File: src/rtl/sfwp_pkg.sv
// package for the serial flash write-protect block
// assumes a 1MB array, 24-bit addresses on the link
package sfwp_pkg;

  localparam int          ADDR_W      = 24;
  localparam logic [23:0] ARRAY_TOP   = 24'h0FFFFF;
  localparam logic [23:0] ADDR_MASK   = 24'h0FFFFF;
  localparam int          BLK_SHIFT   = 16;
  localparam int          SEC_SHIFT   = 12;
  localparam logic [2:0]  BIT_LAST    = 3'h7;

  // opcodes
  localparam logic [7:0] OP_WREN  = 8'h06;
  localparam logic [7:0] OP_WRDI  = 8'h04;
  localparam logic [7:0] OP_RDSR1 = 8'h05;
  localparam logic [7:0] OP_RDSR2 = 8'h35;
  localparam logic [7:0] OP_WRSR  = 8'h01;
  localparam logic [7:0] OP_PP    = 8'h02;
  localparam logic [7:0] OP_SE    = 8'h20;
  localparam logic [7:0] OP_BE32  = 8'h52;
  localparam logic [7:0] OP_BE64  = 8'hD8;
  localparam logic [7:0] OP_CE1   = 8'hC7;
  localparam logic [7:0] OP_CE2   = 8'h60;
  localparam logic [7:0] OP_ERSEC = 8'h44;
  localparam logic [7:0] OP_PGSEC = 8'h42;
  localparam logic [7:0] OP_DPD   = 8'hB9;
  localparam logic [7:0] OP_RDPD  = 8'hAB;
  localparam logic [7:0] OP_MDID  = 8'h90;
  localparam logic [7:0] OP_JEDEC = 8'h9F;

  // status register 1 bit positions
  localparam int SR1_WIP  = 0;
  localparam int SR1_WEL  = 1;
  localparam int SR1_BP0  = 2;
  localparam int SR1_SEC  = 6;
  localparam int SR1_LKLO = 7;
  // status register 2 bit positions
  localparam int SR2_LKHI = 0;
  localparam int SR2_INV  = 6;

  // byte counts at which an instruction is complete
  localparam logic [8:0] BYTES_ADDR = 9'h004;
  localparam logic [8:0] BYTES_WRSR = 9'h003;
  localparam logic [8:0] BYTES_ONE  = 9'h001;
  localparam logic [8:0] BYTES_SR1  = 9'h002;

  typedef struct packed {
    logic       status_lock_mode_hi;
    logic       status_lock_mode_lo;
    logic       invert_protect_map;
    logic       small_unit_select;
    logic       bottup_dummy;
  } sfwp_unused_t;

  typedef struct packed {
    logic       invert_protect_map;
    logic       small_unit_select;
    logic       bottom_up_select;
    logic [2:0] protect_size;
  } sfwp_prot_cfg_t;

  typedef struct packed {
    logic        valid;
    logic [7:0]  opcode;
    logic [23:0] addr;
  } sfwp_cmd_t;

  typedef enum logic [1:0] {
    SFWP_ST_IDLE   = 2'b00,
    SFWP_ST_ACTIVE = 2'b01,
    SFWP_ST_DPD    = 2'b10
  } sfwp_pwr_t;

  localparam logic [7:0] MFR_ID_DEF  = 8'hA5;
  localparam logic [7:0] TYPE_ID_DEF = 8'h5A;
  localparam logic [7:0] CAP_ID_DEF  = 8'h3C;

endpackage

File: src/rtl/sfwp_core.sv
// serial flash command framing and write protection
// link pins are asynchronous; ref_clk oversamples sclk
`timescale 1ns/1ps
module sfwp_core
  import sfwp_pkg::*;
#(
  parameter logic [7:0] MFR_ID  = MFR_ID_DEF,  // arbitrary value
  parameter logic [7:0] TYPE_ID = TYPE_ID_DEF, // arbitrary value
  parameter logic [7:0] CAP_ID  = CAP_ID_DEF   // arbitrary value
)(
  input  wire logic        ref_clk,
  input  wire logic        rst_b,
  input  wire logic        power_up,
  input  wire logic        sclk,
  input  wire logic        cs_b,
  input  wire logic        si,
  input  wire logic        wp_b,
  output logic             so,
  output logic             so_oe,
  output logic [7:0]       status1,
  output logic [7:0]       status2,
  output logic             deep_power_down,
  output sfwp_cmd_t        exec_cmd,
  output logic             exec_blocked
);

  logic [2:0] sclk_sync_reg, sclk_sync_next;
  logic [1:0] cs_sync_reg, cs_sync_next;
  logic [1:0] si_sync_reg, si_sync_next;
  logic [1:0] wp_sync_reg, wp_sync_next;
  logic       cs_q_reg, cs_q_next;

  always_comb begin
    sclk_sync_next = {sclk_sync_reg[1:0], sclk};
    cs_sync_next   = {cs_sync_reg[0], cs_b};
    si_sync_next   = {si_sync_reg[0], si};
    wp_sync_next   = {wp_sync_reg[0], wp_b};
    cs_q_next      = cs_sync_reg[1];
  end

  always_ff @(posedge ref_clk or negedge rst_b) begin
    if (!rst_b) begin
      sclk_sync_reg <= 3'h0;
      cs_sync_reg   <= 2'h3;
      si_sync_reg   <= 2'h0;
      wp_sync_reg   <= 2'h3;
      cs_q_reg      <= 1'b1;
    end else begin
      sclk_sync_reg <= sclk_sync_next;
      cs_sync_reg   <= cs_sync_next;
      si_sync_reg   <= si_sync_next;
      wp_sync_reg   <= wp_sync_next;
      cs_q_reg      <= cs_q_next;
    end
  end

  logic cs_low, cs_rise, sclk_rise, sclk_fall, wp_n;
  assign cs_low    = !cs_sync_reg[1];
  assign cs_rise   = cs_sync_reg[1] && !cs_q_reg;
  assign sclk_rise = sclk_sync_reg[1] && !sclk_sync_reg[2];
  assign sclk_fall = !sclk_sync_reg[1] && sclk_sync_reg[2];
  assign wp_n      = wp_sync_reg[1];

  // frame state
  logic [2:0]  bit_reg, bit_next;
  logic [8:0]  byte_reg, byte_next;
  logic [7:0]  sh_reg, sh_next;
  logic [7:0]  op_reg, op_next;
  logic [23:0] addr_reg, addr_next;
  logic [7:0]  d1_reg, d1_next;
  logic [7:0]  d2_reg, d2_next;
  logic [7:0]  out_reg, out_next;
  logic        so_reg, so_next;
  logic        oe_reg, oe_next;
  // status state
  logic        wel_reg, wel_next;
  logic        lklo_reg, lklo_next;
  logic        lkhi_reg, lkhi_next;
  logic        inv_reg, inv_next;
  logic        sec_reg, sec_next;
  logic        tb_reg, tb_next;
  logic [2:0]  bp_reg, bp_next;
  logic [2:0]  lb_reg, lb_next;
  logic        qe_reg, qe_next;
  sfwp_pwr_t   pwr_reg, pwr_next;
  sfwp_cmd_t   cmd_reg, cmd_next;
  logic        blk_reg, blk_next;

  sfwp_prot_cfg_t cfg;
  logic           prot_hit;
  assign cfg = '{invert_protect_map: inv_reg, small_unit_select: sec_reg,
                 bottom_up_select: tb_reg, protect_size: bp_reg};

  // range decode on the captured address
  sfwp_range u_range (
    .cfg  (cfg),
    .addr (addr_reg),
    .hit  (prot_hit)
  );

  function automatic logic is_array_write(input logic [7:0] op);
    is_array_write = (op == OP_PP) || (op == OP_SE) || (op == OP_BE32) || (op == OP_BE64);
  endfunction

  function automatic logic is_chip_erase(input logic [7:0] op);
    is_chip_erase = (op == OP_CE1) || (op == OP_CE2);
  endfunction

  logic [7:0] sh_in;
  logic       aligned, wr_ok, sr_locked, frozen, byte_done;
  logic [1:0] lock_mode;

  always_comb begin
    bit_next  = bit_reg;
    byte_next = byte_reg;
    sh_next   = sh_reg;
    op_next   = op_reg;
    addr_next = addr_reg;
    d1_next   = d1_reg;
    d2_next   = d2_reg;
    out_next  = out_reg;
    so_next   = so_reg;
    oe_next   = oe_reg;
    wel_next  = wel_reg;
    lklo_next = lklo_reg;
    lkhi_next = lkhi_reg;
    inv_next  = inv_reg;
    sec_next  = sec_reg;
    tb_next   = tb_reg;
    bp_next   = bp_reg;
    lb_next   = lb_reg;
    qe_next   = qe_reg;
    pwr_next  = pwr_reg;
    cmd_next  = '0;
    blk_next  = 1'b0;
    sh_in     = {sh_reg[6:0], si_sync_reg[1]};
    byte_done = sclk_rise && cs_low && (bit_reg == BIT_LAST);
    // byte boundary means no partial bits
    aligned   = (bit_reg == 3'h0);
    lock_mode = {lkhi_reg, lklo_reg};
    sr_locked = (lock_mode == 2'h1 && !wp_n) || lock_mode[1];
    frozen    = (lock_mode == 2'h1) && !wp_n;
    wr_ok     = wel_reg;

    // power cycle drops lock-down to 00
    if (power_up && lock_mode == 2'h2) begin
      lklo_next = 1'b0;
      lkhi_next = 1'b0;
    end

    if (!cs_low) begin
      bit_next  = 3'h0;
      byte_next = 9'h000;
      oe_next   = 1'b0;
    end else if (sclk_rise) begin
      bit_next = bit_reg + 3'h1;
      sh_next  = sh_in;
      if (byte_done) begin
        byte_next = byte_reg + 9'h001;
        if (byte_reg == 9'h000) begin
          op_next = sh_in;
          case (sh_in)
            OP_RDSR1: out_next = status1;
            OP_RDSR2: out_next = status2;
            OP_JEDEC: out_next = MFR_ID;
            default:  out_next = 8'h00;
          endcase
        end else if (byte_reg < BYTES_ADDR) begin
          addr_next = {addr_reg[15:0], sh_in};
          case (op_reg)
            OP_JEDEC: out_next = (byte_reg == 9'h001) ? TYPE_ID : CAP_ID;
            OP_RDSR1: out_next = status1;
            OP_RDSR2: out_next = status2;
            OP_MDID:  out_next = MFR_ID;
            OP_RDPD:  out_next = CAP_ID;
            default:  out_next = 8'h00;
          endcase
          if (byte_reg == 9'h001)
            d1_next = sh_in;
          if (byte_reg == 9'h002)
            d2_next = sh_in;
        end else begin
          case (op_reg)
            OP_MDID:  out_next = (byte_reg == BYTES_ADDR) ? CAP_ID : MFR_ID;
            OP_RDPD:  out_next = CAP_ID;
            OP_RDSR1: out_next = status1;
            OP_RDSR2: out_next = status2;
            default:  out_next = 8'h00;
          endcase
        end
      end
    end else if (sclk_fall && pwr_reg != SFWP_ST_DPD) begin
      // drive outputs until chip select rises
      if (bit_reg == 3'h0 && byte_reg != 9'h000) begin
        so_next  = out_reg[7];
        out_next = {out_reg[6:0], 1'b0};
        oe_next  = 1'b1;
      end else if (oe_reg) begin
        so_next  = out_reg[7];
        out_next = {out_reg[6:0], 1'b0};
      end
    end

    if (cs_rise && byte_reg != 9'h000) begin
      // only release works in deep power-down
      if (pwr_reg == SFWP_ST_DPD) begin
        if (op_reg == OP_RDPD)
          pwr_next = SFWP_ST_IDLE;
      end else if (!aligned) begin
        blk_next = 1'b1;
      end else begin
        case (op_reg)
          OP_WREN: wel_next = 1'b1;
          OP_WRDI: wel_next = 1'b0;
          OP_DPD:  pwr_next = SFWP_ST_DPD;
          OP_WRSR: begin
            if (wr_ok && !sr_locked && byte_reg >= BYTES_SR1) begin
              wel_next = 1'b0;
              if (!frozen) begin
                lklo_next = d1_reg[SR1_LKLO];
                sec_next  = d1_reg[SR1_SEC];
                tb_next   = d1_reg[SR1_SEC-1];
                bp_next   = d1_reg[SR1_BP0+2:SR1_BP0];
              end
              if (byte_reg >= BYTES_WRSR) begin
                inv_next = d2_reg[SR2_INV];
                qe_next  = d2_reg[1];
                lb_next  = lb_reg | d2_reg[5:3];
                if (!frozen)
                  lkhi_next = d2_reg[SR2_LKHI];
              end
            end else begin
              blk_next = 1'b1;
            end
          end
          OP_ERSEC, OP_PGSEC: begin
            if (wr_ok) begin
              wel_next = 1'b0;
              cmd_next = '{valid: 1'b1, opcode: op_reg, addr: addr_reg};
            end else begin
              blk_next = 1'b1;
            end
          end
          default: begin
            if (is_array_write(op_reg) || is_chip_erase(op_reg)) begin
              if (wr_ok && byte_reg >= (is_chip_erase(op_reg) ? BYTES_ONE : BYTES_ADDR) &&
                  !(is_chip_erase(op_reg) ? (cfg.protect_size != 3'h0 || cfg.invert_protect_map) : prot_hit)) begin
                wel_next = 1'b0;
                cmd_next = '{valid: 1'b1, opcode: op_reg, addr: addr_reg};
              end else begin
                blk_next = 1'b1;
              end
            end
          end
        endcase
      end
    end
  end

  always_ff @(posedge ref_clk or negedge rst_b) begin
    if (!rst_b) begin
      bit_reg  <= 3'h0;
      byte_reg <= 9'h000;
      sh_reg   <= 8'h00;
      op_reg   <= 8'h00;
      addr_reg <= 24'h000000;
      d1_reg   <= 8'h00;
      d2_reg   <= 8'h00;
      out_reg  <= 8'h00;
      so_reg   <= 1'b0;
      oe_reg   <= 1'b0;
      wel_reg  <= 1'b0;
      lklo_reg <= 1'b0;
      lkhi_reg <= 1'b0;
      inv_reg  <= 1'b0;
      sec_reg  <= 1'b0;
      tb_reg   <= 1'b0;
      bp_reg   <= 3'h0;
      lb_reg   <= 3'h0;
      qe_reg   <= 1'b0;
      pwr_reg  <= SFWP_ST_IDLE;
      cmd_reg  <= '0;
      blk_reg  <= 1'b0;
    end else begin
      bit_reg  <= bit_next;
      byte_reg <= byte_next;
      sh_reg   <= sh_next;
      op_reg   <= op_next;
      addr_reg <= addr_next;
      d1_reg   <= d1_next;
      d2_reg   <= d2_next;
      out_reg  <= out_next;
      so_reg   <= so_next;
      oe_reg   <= oe_next;
      wel_reg  <= wel_next;
      lklo_reg <= lklo_next;
      lkhi_reg <= lkhi_next;
      inv_reg  <= inv_next;
      sec_reg  <= sec_next;
      tb_reg   <= tb_next;
      bp_reg   <= bp_next;
      lb_reg   <= lb_next;
      qe_reg   <= qe_next;
      pwr_reg  <= pwr_next;
      cmd_reg  <= cmd_next;
      blk_reg  <= blk_next;
    end
  end

  assign so              = so_reg;
  assign so_oe           = oe_reg;
  assign status1         = {lklo_reg, sec_reg, tb_reg, bp_reg, wel_reg, 1'b0};
  assign status2         = {1'b0, inv_reg, lb_reg, 1'b0, qe_reg, lkhi_reg};
  assign deep_power_down = (pwr_reg == SFWP_ST_DPD);
  assign exec_cmd        = cmd_reg;
  assign exec_blocked    = blk_reg;

endmodule

File: src/rtl/sfwp_range.sv
// protected address range decode from the block-protect fields
// pure combinational; caller registers the result if needed
`timescale 1ns/1ps
module sfwp_range
  import sfwp_pkg::*;
(
  input  wire sfwp_prot_cfg_t cfg,
  input  wire logic [23:0]    addr,
  output logic                hit
);

  logic [23:0] span;
  logic        none;
  logic        all;
  logic        in_low;
  logic        in_high;
  logic        base_hit;
  logic [23:0] a;

  always_comb begin
    a        = addr & ADDR_MASK;
    span     = 24'h000000;
    none     = 1'b0;
    all      = 1'b0;
    if (cfg.protect_size == 3'h0) begin
      none = 1'b1;
    end else if (cfg.protect_size[2:1] == 2'h3 ||
                 (cfg.protect_size == 3'h5 && !cfg.small_unit_select)) begin
      all = 1'b1;
    end else if (cfg.small_unit_select) begin
      if (cfg.protect_size[2])
        span = 24'h008000;
      else
        span = 24'(1) << (SEC_SHIFT + int'(cfg.protect_size) - 1);
    end else begin
      span = 24'(1) << (BLK_SHIFT + int'(cfg.protect_size) - 1);
    end
    in_low  = a < span;
    in_high = a > (ARRAY_TOP - span);
    base_hit = all || (!none && (cfg.bottom_up_select ? in_low : in_high));
    hit = cfg.invert_protect_map ? !base_hit : base_hit;
  end

endmodule

File: config.mk
export PLATFORM = sky130hd
export DESIGN_NAME = sfwp_core
export DESIGN_NICKNAME = d
export VERILOG_FILES = /design/src/rtl/sfwp_pkg.sv /design/src/rtl/sfwp_core.sv /design/src/rtl/sfwp_range.sv
export SDC_FILE = /design/constraint.sdc
export NUM_CORES = 1
export LEC_CHECK = 0
export BUFFER_PORTS_ARGS = -buffer_cell sky130_fd_sc_hd__buf_2
export CAP_MARGIN = 20
export CORE_ASPECT_RATIO = 1.2
export CORE_MARGIN = 1.5
export CORE_UTILIZATION = 45
export CTS_CLUSTER_DIAMETER = 30
export CTS_CLUSTER_SIZE = 24
export DETAILED_ROUTE_END_ITERATION = 8
export MAX_ROUTING_LAYER = met4
export PLACE_DENSITY = 0.65
export SYNTH_ARGS = -nofsm -noshare
export SYNTH_HDL_FRONTEND = slang
export SYNTH_SLANG_ARGS = --single-unit
File: constraint.sdc
create_clock -name ref_clk -period 4.48 [get_ports ref_clk]
set_clock_uncertainty 0.15 [all_clocks]
set_input_delay 0.896 -clock ref_clk [delete_from_list [all_inputs] [get_ports ref_clk]]
set_output_delay 0.896 -clock ref_clk [all_outputs]
set_load 0.005 [all_outputs]
Word-level counts from Yosys, hierarchy flattened

Cells that the tools add are included.

Add/sub/neg operators: 7
$lt $le $gt $ge: 6
Eq/ne operators: 34
Shifts and indexed selects: 2
Multiplexer cells: 72
Bitwise logic cells: 7
Reductions and logical operators: 68

Operators with widths:

| cell                   | number |
|---|---|
| $mux 33                | 6 |
| $mux 24                | 4 |
| $pmux 33 s2            | 1 |
| $mux 8                 | 8 |
| $shl 1x32->24 const A  | 2 |
| $sub 32x2->32 const B  | 2 |
| $eq 8x8->1 const B     | 7 |
| $pmux 8 s5             | 1 |
| $mux 1                 | 37 |
| $eq 8x3->1 const B     | 4 |
| $eq 8x7->1 const B     | 4 |
| $pmux 8 s4             | 1 |
| $mux 9                 | 3 |
| $eq 8x6->1 const B     | 3 |
| $gt 20x24->1           | 1 |
| $lt 20x24->1           | 1 |
| $pmux 8 s3             | 1 |
| $reduce_and 6->1       | 4 |
| $sub 20x24->24 const A | 1 |
| $ge 9x2->1 const B     | 2 |
| $logic_and 1x1->1      | 16 |
| $reduce_and 4->1       | 4 |
| $reduce_bool 2->1      | 8 |
| $logic_not 1->1        | 10 |
| 36 further kinds       | 65 |

Bits in registers: 135
Input port bits: 7
Output and inout port bits: 53
Logic and storage cells: 225

Logic depth before layout (Yosys ltp)

Gate-level depths: netlist of run 1.

Word-level depth: 23
Mapped depth: 21
Mapped depth without buffers: 18

Cells and area by module

Synthesis of run 1 repeated with hierarchy kept, for this count alone.

Cells, all modules: 684
Area, all modules: 7405.9 um^2

By module, submodules not included:

| module     | times used | cells an instance | area each (um^2) | seq. area each (um^2) |
|---|---|---|---|---|
| sfwp_core  | 1          | 500               | 6092.1           | 3284.4 |
| sfwp_range | 1          | 184               | 1313.8           | 0.0 |

Least setup slack after synthesis of run 1

OpenSTA, ideal clock, no wires.

Path type: reg-to-reg
Start: reg bp_reg[0]
End: reg cmd_reg, in the netlist exec_cmd[10]
Library setup time: 83 ps
Data arrival time: 4439 ps
Data required time: 4247 ps
Slack: -191 ps
Cell stages (with the launch flop): 21
Path buffers: 3
Period minus slack after synthesis: 4671 ps
Cell sequence: dfrtp_1 -> clkbuf_1 -> inv_1 -> ha_1 -> ha_1 -> clkbuf_1 -> nor2_1 -> nand2_1 -> nor3_1 -> nand2_1 -> a21o_1 -> ha_1 -> nor4b_1 -> nand4_1 -> nor3_1 -> nor2_1 -> a222oi_1 -> or3_4 -> a41oi_4 -> buf_6 -> nor3b_2

RTL lines:

| item                   | RTL line         | source |
|---|---|---|
| start, declared        | sfwp_core.sv:82  | `logic [2:0] bp_reg, bp_next;` |
| start signal, assigned | sfwp_core.sv:301 | `bp_reg <= bp_next;` |
| end signal, assigned   | sfwp_core.sv:305 | `cmd_reg <= cmd_next;` |
| end, declared          | sfwp_core.sv:86  | `sfwp_cmd_t cmd_reg, cmd_next;` |

==> insert_results.sql, run 1 <==
INSERT INTO impl_metrics (metric_group, metric, value, unit) VALUES
('critical_path', 'crit_required', '4.60', 'ns'),
('power', 'power.internal', '0.00204', 'W'),
('layout', 'largest_reg_flops', '33', ''),
('power', 'power.density', '308', 'mW/mm²'),
('synthesis', 'synth_largest_area_cell', 'dfrtp_1', ''),
('sta', 'tcrit_tclk_final', '0.960', ''),
('critical_path', 'setup.worst_path.start_class', 'flop', ''),
('clock_network', 'clk_latency', '0.42', 'ns'),
('clock_network', 'ctsHoldBuffers', '0', ''),
('grt', 'grt_pass1_vias', '5694', ''),
('sta', 'slew_viol_final', '0', ''),
('synthesis', 'netlist-cell-type-count', '78', ''),
('power', 'power.share.sequential', '0.468', ''),
('floorplanning', 'initial_core_util', '0.463', ''),
('power', 'power.leakage', '4.45', 'nW'),
('synthesis', 'ys_seq_elements', '131', ''),
('grt', 'maximum_number_of_pins_on_one_net_before_global_route_repair', '112', ''),
('floorplanning', 'die-width', '121', 'µm'),
('synthesis', 'netlist_area', '0.00753', 'mm²'),
('synthesis', 'synth_cells', '747', ''),
('synthesis', 'async_reset_ff_frac', '1.00', ''),
('floorplanning', 'core.rowCount', '51', ''),
('sta', 'worst_slew_margin_rel', '0.283', ''),
('clock_network', 'ctsLongestPathBuffers', '2', ''),
('critical_path', 'worst_setup_path_end_kind', 'flop', ''),
('critical_path', 'crit_path_cell_trace', 'inv_2, ha_4, ha_4, nand3_2, nor3_4, a22oi_1, or2_2, ha_4, nor3_4, a21oi_1, a21boi_0, or4_1, a222oi_1, buf_4, buf_4, o21ai_2, a41oi_4, buf_12, buf_6, nor3b_2', ''),
('sta', 'report.final.setup_viol', '0', ''),
('grt', 'grt.total_usage', '0.224', ''),
('critical_path', 'arrival', '4.42', 'ns'),
('synthesis', 'synthesis.area_per_instance', '10.1', 'µm²'),
('synthesis', 'seq_area_frac_synth', '0.436', ''),
('placement', 'placement.setup.worst_slack', '-0.0879', 'ns'),
('route', 'vias_per_cell', '5.68', ''),
('synthesis', 'synth-main-ff-cell', 'dfrtp_1', ''),
('floorplanning', 'coreArea', '0.0163', 'mm²'),
('synthesis', 'synth-warning-count', '0', ''),
('clock_network', 'numCtsBuffers', '17', ''),
('synthesis', 'post-synth-top-area-fraction', '0.419', ''),
('power', 'clock_group_share_of_total_power', '0.502', ''),
('clock_network', 'cts.sinks', '131', ''),
('synthesis', 'netlist_top_cells_area', 'dfrtp_1 (42%), ha_1 (10%), nand2_1 (6.0%)', ''),
('route', 'drt_pass1_iterations', '5', ''),
('critical_path', 'crit_slowest_cell', 'or4_1', ''),
('route', 'dr.first_iter.drc_count', '359', ''),
('power', 'vdd.ir_drop.worst', '0.000255', 'V'),
('run_status', 'result_of_the_run', 'completed', ''),
('sta', 'timing.final.ws_setup', '0.178', 'ns'),
('layout', 'final_layout_size_suffix_gt1_frac', '0.281', ''),
('floorplanning', 'dieHeight', '145', 'µm'),
('clock_network', 'clock_tree_from_tritoncts', 'built', ''),
('clock_network', 'worst_setup_hold_path_clk_slew', '0.06', 'ns'),
('sta', 'final_hold_viol_count', '0', ''),
('floorplanning', 'floorplan.die_area', '0.0175', 'mm²'),
('critical_path', 'critPathKind', 'reg2reg', ''),
('power', 'comb_power_share', '0.030', ''),
('route', 'detailroute.via_count', '5859', ''),
('worst_hold_path', 'min-delay-path-class', 'in2async', ''),
('sta', 'min_period', '4.30', 'ns'),
('run', 'max-cap-violations', '0', ''),
('route', 'ant_nets', '0', ''),
('clock_network', 'cts.htree.levels', '4', ''),
('floorplanning', 'i_o_pin_total', '60', ''),
('layout', 'n_fill_cell', '1417', ''),
('route', 'drc', '0', ''),
('route', 'sum_of_routed_wire_length_over_all_layers', '19000', 'µm'),
('clock_network', 'root_buffer', 'clkbuf_16', ''),
('layout', 'final_net_count', '875', ''),
('layout', 'most_common_cell_after_layout_fill_and_taps_aside', 'dfrtp_1', ''),
('layout', 'area_delta_synth_final', '19.0', '%'),
('grt', 'initial_antenna_violation_count', '0', ''),
('power', 'p_sw', '0.000714', 'W');
-- path summary, 6_finish.rpt --
| path | from | end | slack (ns) | depth (start not counted) |
|---|---|---|---|---|
| setup / recovery | bp_reg[1] | exec_cmd[3] | 0.18 | 20 |
| hold / removal | rst_b | sec_reg | 0.15 | 1 |
| setup reg to reg | bp_reg[1] | exec_cmd[3] | 0.18 | 20 |
| hold reg to reg | cs_sync_reg[0] | cs_sync_reg[1] | 0.21 | 0 |
| max in group asynchronous | rst_b | exec_cmd[3] | 3.01 | 3 |
| min in group ref_clk | cs_sync_reg[0] | cs_sync_reg[1] | 0.21 | 0 |
-- metrics by stage --
stage	instance area [µm²]	hold slack, ns	TNS, ns	std cells	total power [W]
finish	8960	0.149	0	1031	0.00276
CTS	8630	0.207	0	1025	0.00278
floorplan	7560	0.181	0	749	0.00133
global placement	8010	0.184	0	992	0.00139
detailed placement	8010	0.191	-1.69	992	0.00139
global route	8960	0.148	-0.823	1031	0.00285
-- kinds of logic after synthesis --
family          share of synthesized area
mux                                0.0537
other cells                      0.000498
fa+ha+maj                           0.103
flops                               0.436
buf+inv                            0.0550
xor+xnor                           0.0128
compound gates                      0.113
simple gates                        0.225
-- Yosys cell counts, drive strengths merged (2+ instances only) --
master and n:
o2111ai 2, a21oi 35, nand4 15, o21bai 4, inv 40, nor2 42
nand2 120, nand3b 3, o2bb2ai 6, nor4 7, dfrtp 126, buf 21
a41oi 3, a31oi 3, nor3b 31, or4 3, and2 5, a41o 2
nand2b 9, o21ai 19, nor4b 5, xor2 8, a211oi 5, nand3 10
nand4b 3, a221o 8, or3 3, dfstp 5, o22ai 2, a22oi 3
or4b 2, mux2 35, a21o 13, nor2b 9, clkbuf 20, a221oi 3
xnor2 3, or2 5, o21a 2, ha 62, dlygate4sd1 2, and3 8
nor3 17
-- repair_timing --
item | in CTS | in global routing
cloned | 0 | 3
pin swaps | 1 | 12
setup endpoints to repair | 32 | 35
buffers inserted | 1 | 2
resized for setup | 4 | 36
-- metal layers --
| layer | vias to the layer above | part of all wire | GRT usage |
|---|---|---|---|
| met1 | 2883 | 0.41 | 0.249 |
| met2 | 195 | 0.52 | 0.388 |
| met3 | 53 | 0.041 | 0.0435 |
| met4 | 0 | 0.030 | 0.105 |
| met5 | - | 0 | - |
| li1 | 2728 | - | - |
-- power by group through the flow --
stage	sequential, W	clock [W]	combinational [W]
after floorplan	0.00126	0	0.0000749
after global placement	0.00131	0	0.0000789
after detailed placement	0.00131	0	0.0000828
after CTS	0.00129	0.00141	0.0000829
after global routing	0.00129	0.00146	0.0000938
final	0.00129	0.00138	0.0000841
-- cell type report --
cell class | instances | area, µm² | area share
timing repair buffer | 81 | 571 | 0.0637
sequential | 131 | 3280 | 0.367
multi-input combinational | 534 | 4100 | 0.457
clock buffer | 17 | 425 | 0.0475
clock inverter | 15 | 164 | 0.0183
inverter | 41 | 154 | 0.0172
tap | 212 | 265 | 0.0296
-- worst max-delay path, delay by kind of cell (launching register included) --
kind,cells,cell delay (ns)
adder cells (fa/ha/maj),3,0.79
flip-flops,1,0.35
AND/OR/NAND/NOR,6,1.29
AO/OA/AOI/OAI,6,0.88
buffers and inverters,5,0.68
No activity file was read; power rests on OpenSTA's default activity.
==> run 2, diff against run 1 <==
--- a/config.mk
+++ b/config.mk
@@ -5,6 +5,7 @@
 export SDC_FILE = /design/constraint.sdc
 export NUM_CORES = 1
 export LEC_CHECK = 0
+export ABC_AREA = 1
 export BUFFER_PORTS_ARGS = -buffer_cell sky130_fd_sc_hd__buf_2
 export CAP_MARGIN = 20
 export CORE_ASPECT_RATIO = 1.2
==> insert_results.sql, run 2 <==
INSERT INTO impl_metrics (metric_group, metric, value, unit) VALUES
('grt', 'overflow', '0', ''),
('route', 'vias_per_cell', '5.10', ''),
('critical_path', 'critPathMaxFanout', '21', ''),
('synthesis', 'synthesis.area_per_instance', '8.38', 'µm²'),
('sta', 'slew_viol_final', '0', ''),
('synthesis', 'synth_largest_area_cell', 'dfrtp_1', ''),
('run_status', 'result_of_the_run', 'completed', ''),
('floorplanning', 'initial_core_util', '0.460', ''),
('critical_path', 'worstPathBufferInverterCount', '4', ''),
('floorplanning', 'die-width', '121', 'µm'),
('layout', 'utilization', '0.528', ''),
('route', 'drc', '0', ''),
('grt', 'grt_pass1_vias', '5966', ''),
('power', 'clock_group_share_of_total_power', '0.520', ''),
('floorplanning', 'core.rowCount', '51', ''),
('sta', 'min_period', '4.04', 'ns'),
('route', 'detailroute.via_count', '6013', ''),
('synthesis', 'seq_area_frac_synth', '0.438', ''),
('floorplanning', 'coreArea', '0.0163', 'mm²'),
('sta', 'worst_slew_margin_rel', '0.357', ''),
('synthesis', 'synth_enable_flop_cells', '0', ''),
('floorplanning', 'floorplan.die_area', '0.0174', 'mm²'),
('power', 'comb_power_share', '0.031', ''),
('power', 'p_sw', '0.000674', 'W'),
('clock_network', 'cts.htree.levels', '4', ''),
('synthesis', 'synth_cells', '894', ''),
('clock_network', 'ctsHoldBuffers', '0', ''),
('synthesis', 'synth-main-ff-cell', 'dfrtp_1', ''),
('route', 'dr.first_iter.drc_count', '356', ''),
('synthesis', 'netlist-cell-type-count', '53', ''),
('synthesis', 'netlist_top_cells_area', 'dfrtp_1 (42%), ha_1 (10%), nand2_1 (8.0%)', ''),
('synthesis', 'post-synth-top-area-fraction', '0.421', ''),
('route', 'sum_of_routed_wire_length_over_all_layers', '17800', 'µm'),
('layout', 'final_layout_size_suffix_gt1_frac', '0.170', ''),
('layout', 'area.sequential', '0.00329', 'mm²'),
('synthesis', 'synthMostInstantiatedCell', 'nand2_1', ''),
('critical_path', 'worst_setup_path_end_kind', 'flop', ''),
('critical_path', 'arrival', '4.25', 'ns'),
('critical_path', 'timing.critical_path.mode_cell', 'nand2_1', ''),
('placement', 'io_buffers', '56', ''),
('clock_network', 'ctsLongestPathBuffers', '2', ''),
('sta', 'achievable-frequency', '0.248', 'GHz'),
('floorplanning', 'dieHeight', '144', 'µm'),
('power', 'switching_share', '0.247', ''),
('power', 'power.density', '318', 'mW/mm²'),
('synthesis', 'netlist_area', '0.00749', 'mm²'),
('clock_network', 'cts.repair.resized', '0', ''),
('sta', 'setup_total_negative_slack', '0', 'ns'),
('layout', 'multiInputGateArea', '0.00349', 'mm²'),
('synthesis', 'ys_seq_elements', '131', ''),
('sta', 'tcrit_tclk_final', '0.901', ''),
('route', 'avgRoutedWirePerCell', '15.1', 'µm'),
('synthesis', 'async_reset_ff_frac', '1.00', ''),
('critical_path', 'crit_slowest_cell', 'dfrtp_2', ''),
('critical_path', 'setup.worst_path.start_class', 'flop', ''),
('grt', 'initial_antenna_violation_count', '0', ''),
('floorplanning', 'i_o_pin_total', '60', ''),
('synthesis', 'synth.top_cells.by_count', 'nand2_1 (159), inv_1 (150), dfrtp_1 (126), nor2_1 (85), o21ai_0 (85)', ''),
('clock_network', 'worst_setup_hold_path_clk_slew', '0.06', 'ns'),
('power', 'totalPowerFinal', '0.00273', 'W'),
('layout', 'area_delta_synth_final', '14.6', '%'),
('run', 'max-cap-violations', '0', ''),
('clock_network', 'numCtsBuffers', '17', ''),
('placement', 'place.gp.congestion', '0.979', ''),
('clock_network', 'clk_latency', '0.43', 'ns'),
('route', 'drt_pass1_iterations', '4', ''),
('clock_network', 'clock_tree_from_tritoncts', 'built', ''),
('critical_path', 'crit_required', '4.69', 'ns'),
('sta', 'rsz0062_at_grt', 'no', ''),
('critical_path', 'critPathKind', 'reg2reg', ''),
('layout', 'most_common_cell_after_layout_fill_and_taps_aside', 'nand2_1', ''),
('sta', 'report.final.setup_viol', '0', ''),
('layout', 'final_net_count', '1023', ''),
('worst_hold_path', 'min-delay-path-class', 'reg2reg', ''),
('sta', 'final_hold_viol_count', '0', ''),
('grt', 'first_pass_grt_wire_length', '29700', 'µm'),
('sta', 'tightestPinTransition', '0.965', 'ns'),
('route', 'ant_nets', '0', ''),
('layout', 'final_cell_mix', 'nand2_1 (159), inv_1 (149), dfrtp_1 (125)', ''),
('clock_network', 'cts.sinks', '131', ''),
('critical_path', 'worst_path_largest_cell_delay', '0.43', 'ns'),
('synthesis', 'synth-warning-count', '0', ''),
('placement', 'dpl.hpwl', '13400', 'µm'),
('layout', 'largest_reg_flops', '33', ''),
('grt', 'grt.total_usage', '0.228', ''),
('power', 'power.share.sequential', '0.449', ''),
('grt', 'maximum_number_of_pins_on_one_net_before_global_route_repair', '106', ''),
('power', 'power.internal', '0.00206', 'W'),
('clock_network', 'cts.repair_timing.setup_buffer_count', '0', ''),
('layout', 'n_fill_cell', '1563', ''),
('power', 'vdd.ir_drop.worst', '0.000233', 'V'),
('power', 'power.leakage', '4.30', 'nW'),
('critical_path', 'largest_delay_share_family_worst_path', 'simple AND/OR/NAND/NOR gates', ''),
('clock_network', 'root_buffer', 'clkbuf_16', ''),
('layout', 'n_antenna_cell', '0', '');
## run 2: cell types whose count changed after synthesis, moves of 11 or more
cell and delta:
mux2_2 -32, nor2_1 +44, clkbuf_1 -14, o21ai_0 +68, nor3b_2 -27, a21o_1 -12
nand2_1 +39, nor2_2 +11, inv_1 +110, nor2_4 +21, nand3_1 +14
## run 2: power by group through the flow
stage          clock (W)  sequential (W)  combinational (W)
3_5_place_dp           0         0.00125          0.0000883
2_1_floorplan          0         0.00124          0.0000418
3_3_place_gp           0         0.00125          0.0000877
4_1_cts          0.00144         0.00123          0.0000886
5_1_grt          0.00149         0.00123           0.000103
6_report         0.00142         0.00123          0.0000858
## run 2: layer usage
layer  track usage  part of all wire  vias up
met5             -                 0        -
met4         0.106             0.041        0
met3        0.0422             0.034       46
met2         0.389              0.50      131
met1         0.261              0.43     2851
li1              -                 -     2985
## run 2: cells by family after synthesis
| kind of cell | synth area share |
|---|---|
| AOI/OAI and AO/OA | 0.125 |
| DFF | 0.438 |
| and+or+nand+nor | 0.226 |
| buffers and inverters | 0.102 |
| adders and majority gates | 0.104 |
| other | 0.000501 |
| muxes | 0.00301 |
| xor gates and xnor gates | 0.00117 |
## run 2: final timing paths
kind	startpoint	end	slack [ns]	cells past startpoint
max	bp_reg[1]	exec_cmd[18]	0.44	27
min	si_sync_reg[0]	si_sync_reg[1]	0.20	0
max reg2reg	bp_reg[1]	exec_cmd[18]	0.44	27
min reg2reg	si_sync_reg[0]	si_sync_reg[1]	0.20	0
max in group asynchronous	rst_b	addr_reg[18]	2.90	2
min in group asynchronous	rst_b	addr_reg[20]	0.42	1
## run 2: area by class of cell
cell class / instances / area share
Timing Repair Buffer: 63 / 0.0424
Sequential cell: 131 / 0.383
Tap cell: 212 / 0.0309
Inverter: 156 / 0.0682
Clock inverter: 15 / 0.0201
Multi-Input combinational cell: 585 / 0.406
Clock buffer: 17 / 0.0495
## run 2: per-stage QoR
| stage | instances | hold WS [ns] | setup WS, ns | cell area, µm² |
|---|---|---|---|---|
| 3_3_place_gp | 1147 | 0.188 | 0.214 | 7950 |
| 4_1_cts | 1179 | 0.201 | 0.124 | 8540 |
| 5_1_grt | 1179 | 0.208 | 0.00876 | 8590 |
| 6_report | 1179 | 0.199 | 0.441 | 8590 |
| 2_1_floorplan | 896 | 0.181 | 0.819 | 7500 |
| 3_5_place_dp | 1147 | 0.187 | 0.156 | 7950 |
==> run 3, diff against run 2 <==
--- a/config.mk
+++ b/config.mk
@@ -14,8 +14,6 @@
 export CTS_CLUSTER_DIAMETER = 30
 export CTS_CLUSTER_SIZE = 24
 export DETAILED_ROUTE_END_ITERATION = 8
-export MAX_ROUTING_LAYER = met4
-export PLACE_DENSITY = 0.65
 export SYNTH_ARGS = -nofsm -noshare
 export SYNTH_HDL_FRONTEND = slang
 export SYNTH_SLANG_ARGS = --single-unit
==> constraint.sdc (replaced) <==
create_clock -name ref_clk -period 4.3 [get_ports ref_clk]
set_clock_uncertainty 0.15 [all_clocks]
set_input_delay 0.86 -clock ref_clk [delete_from_list [all_inputs] [get_ports ref_clk]]
set_output_delay 0.86 -clock ref_clk [all_outputs]
set_load 0.005 [all_outputs]
==> insert_results.sql, run 3 (synthesis gave the netlist of run 2 again) <==
INSERT INTO impl_metrics (metric_group, metric, value, unit) VALUES
('run_status', 'result_of_the_run', 'completed', ''),
('critical_path', 'critical_path_depth', '28', ''),
('grt', 'maximum_number_of_pins_on_one_net_before_global_route_repair', '105', ''),
('layout', 'most_common_cell_after_layout_fill_and_taps_aside', 'nand2_1', ''),
('critical_path', 'crit_required', '4.46', 'ns'),
('critical_path', 'r2r_cells', '28', ''),
('critical_path', 'setup.worst_path.start_class', 'flop', ''),
('grt', 'initial_antenna_violation_count', '0', ''),
('layout', 'area_delta_synth_final', '15.6', '%'),
('floorplanning', 'core.rowCount', '51', ''),
('layout', 'largest_reg_flops', '33', ''),
('route', 'drt_pass1_iterations', '7', ''),
('route', 'vias_per_cell', '5.13', ''),
('critical_path', 'timing.critical_path.mode_cell', 'nand2_1', ''),
('placement', 'place.gp.congestion', '0.916', ''),
('critical_path', 'worst_setup_path_end_kind', 'flop', ''),
('critical_path', 'largest_delay_share_family_worst_path', 'simple AND/OR/NAND/NOR gates', ''),
('critical_path', 'reg2reg_from', 'bp_reg[1]', ''),
('power', 'power.leakage', '4.34', 'nW'),
('grt', 'grt.total_usage', '0.225', ''),
('critical_path', 'critPathMaxFanout', '16', ''),
('grt', 'overflow', '0', ''),
('clock_network', 'cts.htree.levels', '4', ''),
('clock_network', 'cts.sinks', '131', ''),
('clock_network', 'ctsHoldBuffers', '0', ''),
('floorplanning', 'dieHeight', '144', 'µm'),
('route', 'sum_of_routed_wire_length_over_all_layers', '18300', 'µm'),
('critical_path', 'critPathKind', 'reg2reg', ''),
('clock_network', 'root_buffer', 'clkbuf_16', ''),
('sta', 'tightestPinTransition', '0.929', 'ns'),
('critical_path', 'worst_path_largest_cell_delay', '0.43', 'ns'),
('layout', 'area.sequential', '0.00329', 'mm²'),
('grt', 'grt_pass1_vias', '5883', ''),
('critical_path', 'crit_slowest_cell', 'dfrtp_2', ''),
('worst_hold_path', 'worst_hold_path.num_cells', '0', ''),
('route', 'ant_nets', '0', ''),
('sta', 'final_hold_viol_count', '0', ''),
('sta', 'worst_hold_slack', '0.202', 'ns'),
('worst_hold_path', 'min-delay-path-class', 'reg2reg', ''),
('layout', 'final_net_count', '1035', ''),
('layout', 'n_antenna_cell', '0', ''),
('sta', 'tcrit_tclk_final', '0.918', ''),
('layout', 'final_cell_mix', 'nand2_1 (158), inv_1 (149), dfrtp_1 (125)', ''),
('layout', 'multiInputGateArea', '0.00350', 'mm²'),
('clock_network', 'clock_tree_from_tritoncts', 'built', ''),
('layout', 'n_fill_cell', '1576', ''),
('route', 'dr.first_iter.drc_count', '378', ''),
('power', 'vdd.ir_drop.worst', '0.000262', 'V'),
('critical_path', 'worstPathBufferInverterCount', '6', ''),
('floorplanning', 'floorplan.die_area', '0.0174', 'mm²'),
('sta', 'worst_slew_margin_rel', '0.381', ''),
('clock_network', 'worst_setup_hold_path_clk_slew', '0.06', 'ns'),
('power', 'power.density', '316', 'mW/mm²'),
('worst_hold_path', 'timing.hold.worst.start', 'si_sync_reg[0]', ''),
('placement', 'dpl.hpwl', '13400', 'µm'),
('sta', 'setup_total_negative_slack', '0', 'ns'),
('run', 'max-cap-violations', '0', ''),
('floorplanning', 'initial_core_util', '0.460', ''),
('route', 'detailroute.via_count', '6106', ''),
('clock_network', 'clk_latency', '0.43', 'ns'),
('clock_network', 'numCtsBuffers', '17', ''),
('floorplanning', 'i_o_pin_total', '60', ''),
('sta', 'slew_viol_final', '0', ''),
('clock_network', 'ctsLongestPathBuffers', '2', ''),
('placement', 'io_buffers', '56', ''),
('floorplanning', 'die-width', '121', 'µm'),
('route', 'drc', '0', ''),
('sta', 'min_period', '3.95', 'ns'),
('layout', 'final_layout_size_suffix_gt1_frac', '0.182', ''),
('sta', 'report.final.setup_viol', '0', ''),
('sta', 'achievable-frequency', '0.253', 'GHz'),
('critical_path', 'setup.worst_path.start', 'bp_reg[1]', ''),
('grt', 'first_pass_grt_wire_length', '30000', 'µm'),
('floorplanning', 'coreArea', '0.0163', 'mm²'),
('critical_path', 'arrival', '4.11', 'ns'),
('sta', 'rsz0062_at_grt', 'no', ''),
('route', 'avgRoutedWirePerCell', '15.4', 'µm');
## run 3: cell types whose count changed in the layout (fill, tap and decap cells not counted), moves of 2 or more
cell / delta
inv_8: -4
clkinvlp_4: -2
buf_4: +11
clkbuf_8: +2
clkbuf_1: +4
nor2_1: -5
nor2_2: +6
## run 3: what timing repair did
item / in CTS / in global routing
endpoints found under the setup margin: 6 / 34
pin swaps: 0 / 3
cloned: 0 / 1
resized for setup: 1 / 14
setup buffers: 0 / 7
## run 3: cell type report
type	instances	area share
sequential	131	0.379
clock inverter	8	0.00910
inverter	156	0.0676
multi-input combinational	585	0.405
timing repair buffer	75	0.0545
clock buffer	23	0.0540
tap	212	0.0306
## run 3: final timing paths
path                             endpoint  slack (ns)
max                          exec_cmd[22]        0.35
min                        si_sync_reg[1]        0.20
max reg2reg                  exec_cmd[22]        0.35
min reg2reg                si_sync_reg[1]        0.20
max in group asynchronous        cs_q_reg        2.62
min in group asynchronous     exec_cmd[8]        0.40
## run 3: power by group
part / internal [W] / switching (W) / total, W
combinational: 0.0000192 / 0.0000719 / 0.0000912
sequential: 0.00126 / 0.0000237 / 0.00128
clock: 0.000822 / 0.000540 / 0.00136
total: 0.00210 / 0.000636 / 0.00273
## run 3: metrics by stage
stage / worst slack, ns / area (µm²) / power (W) / instances / util
after floorplan: 0.639 / 7500 / 0.00134 / 896 / -
after global placement: 0.111 / 7980 / 0.00139 / 1151 / 0.490
after detailed placement: 0.0161 / 7980 / 0.00139 / 1151 / 0.490
after CTS: 0.0867 / 8530 / 0.00277 / 1182 / 0.524
after global routing: 0.00174 / 8660 / 0.00283 / 1190 / 0.532
final: 0.355 / 8660 / 0.00273 / 1190 / 0.532
## run 3: layer usage
layer,global-route usage,part of all wire,vias to the layer above
met1,0.272,0.43,2903
li1,-,-,3007
met3,0.0379,0.037,41
met2,0.391,0.50,155
met5,0,0,-
met4,0.109,0.033,0
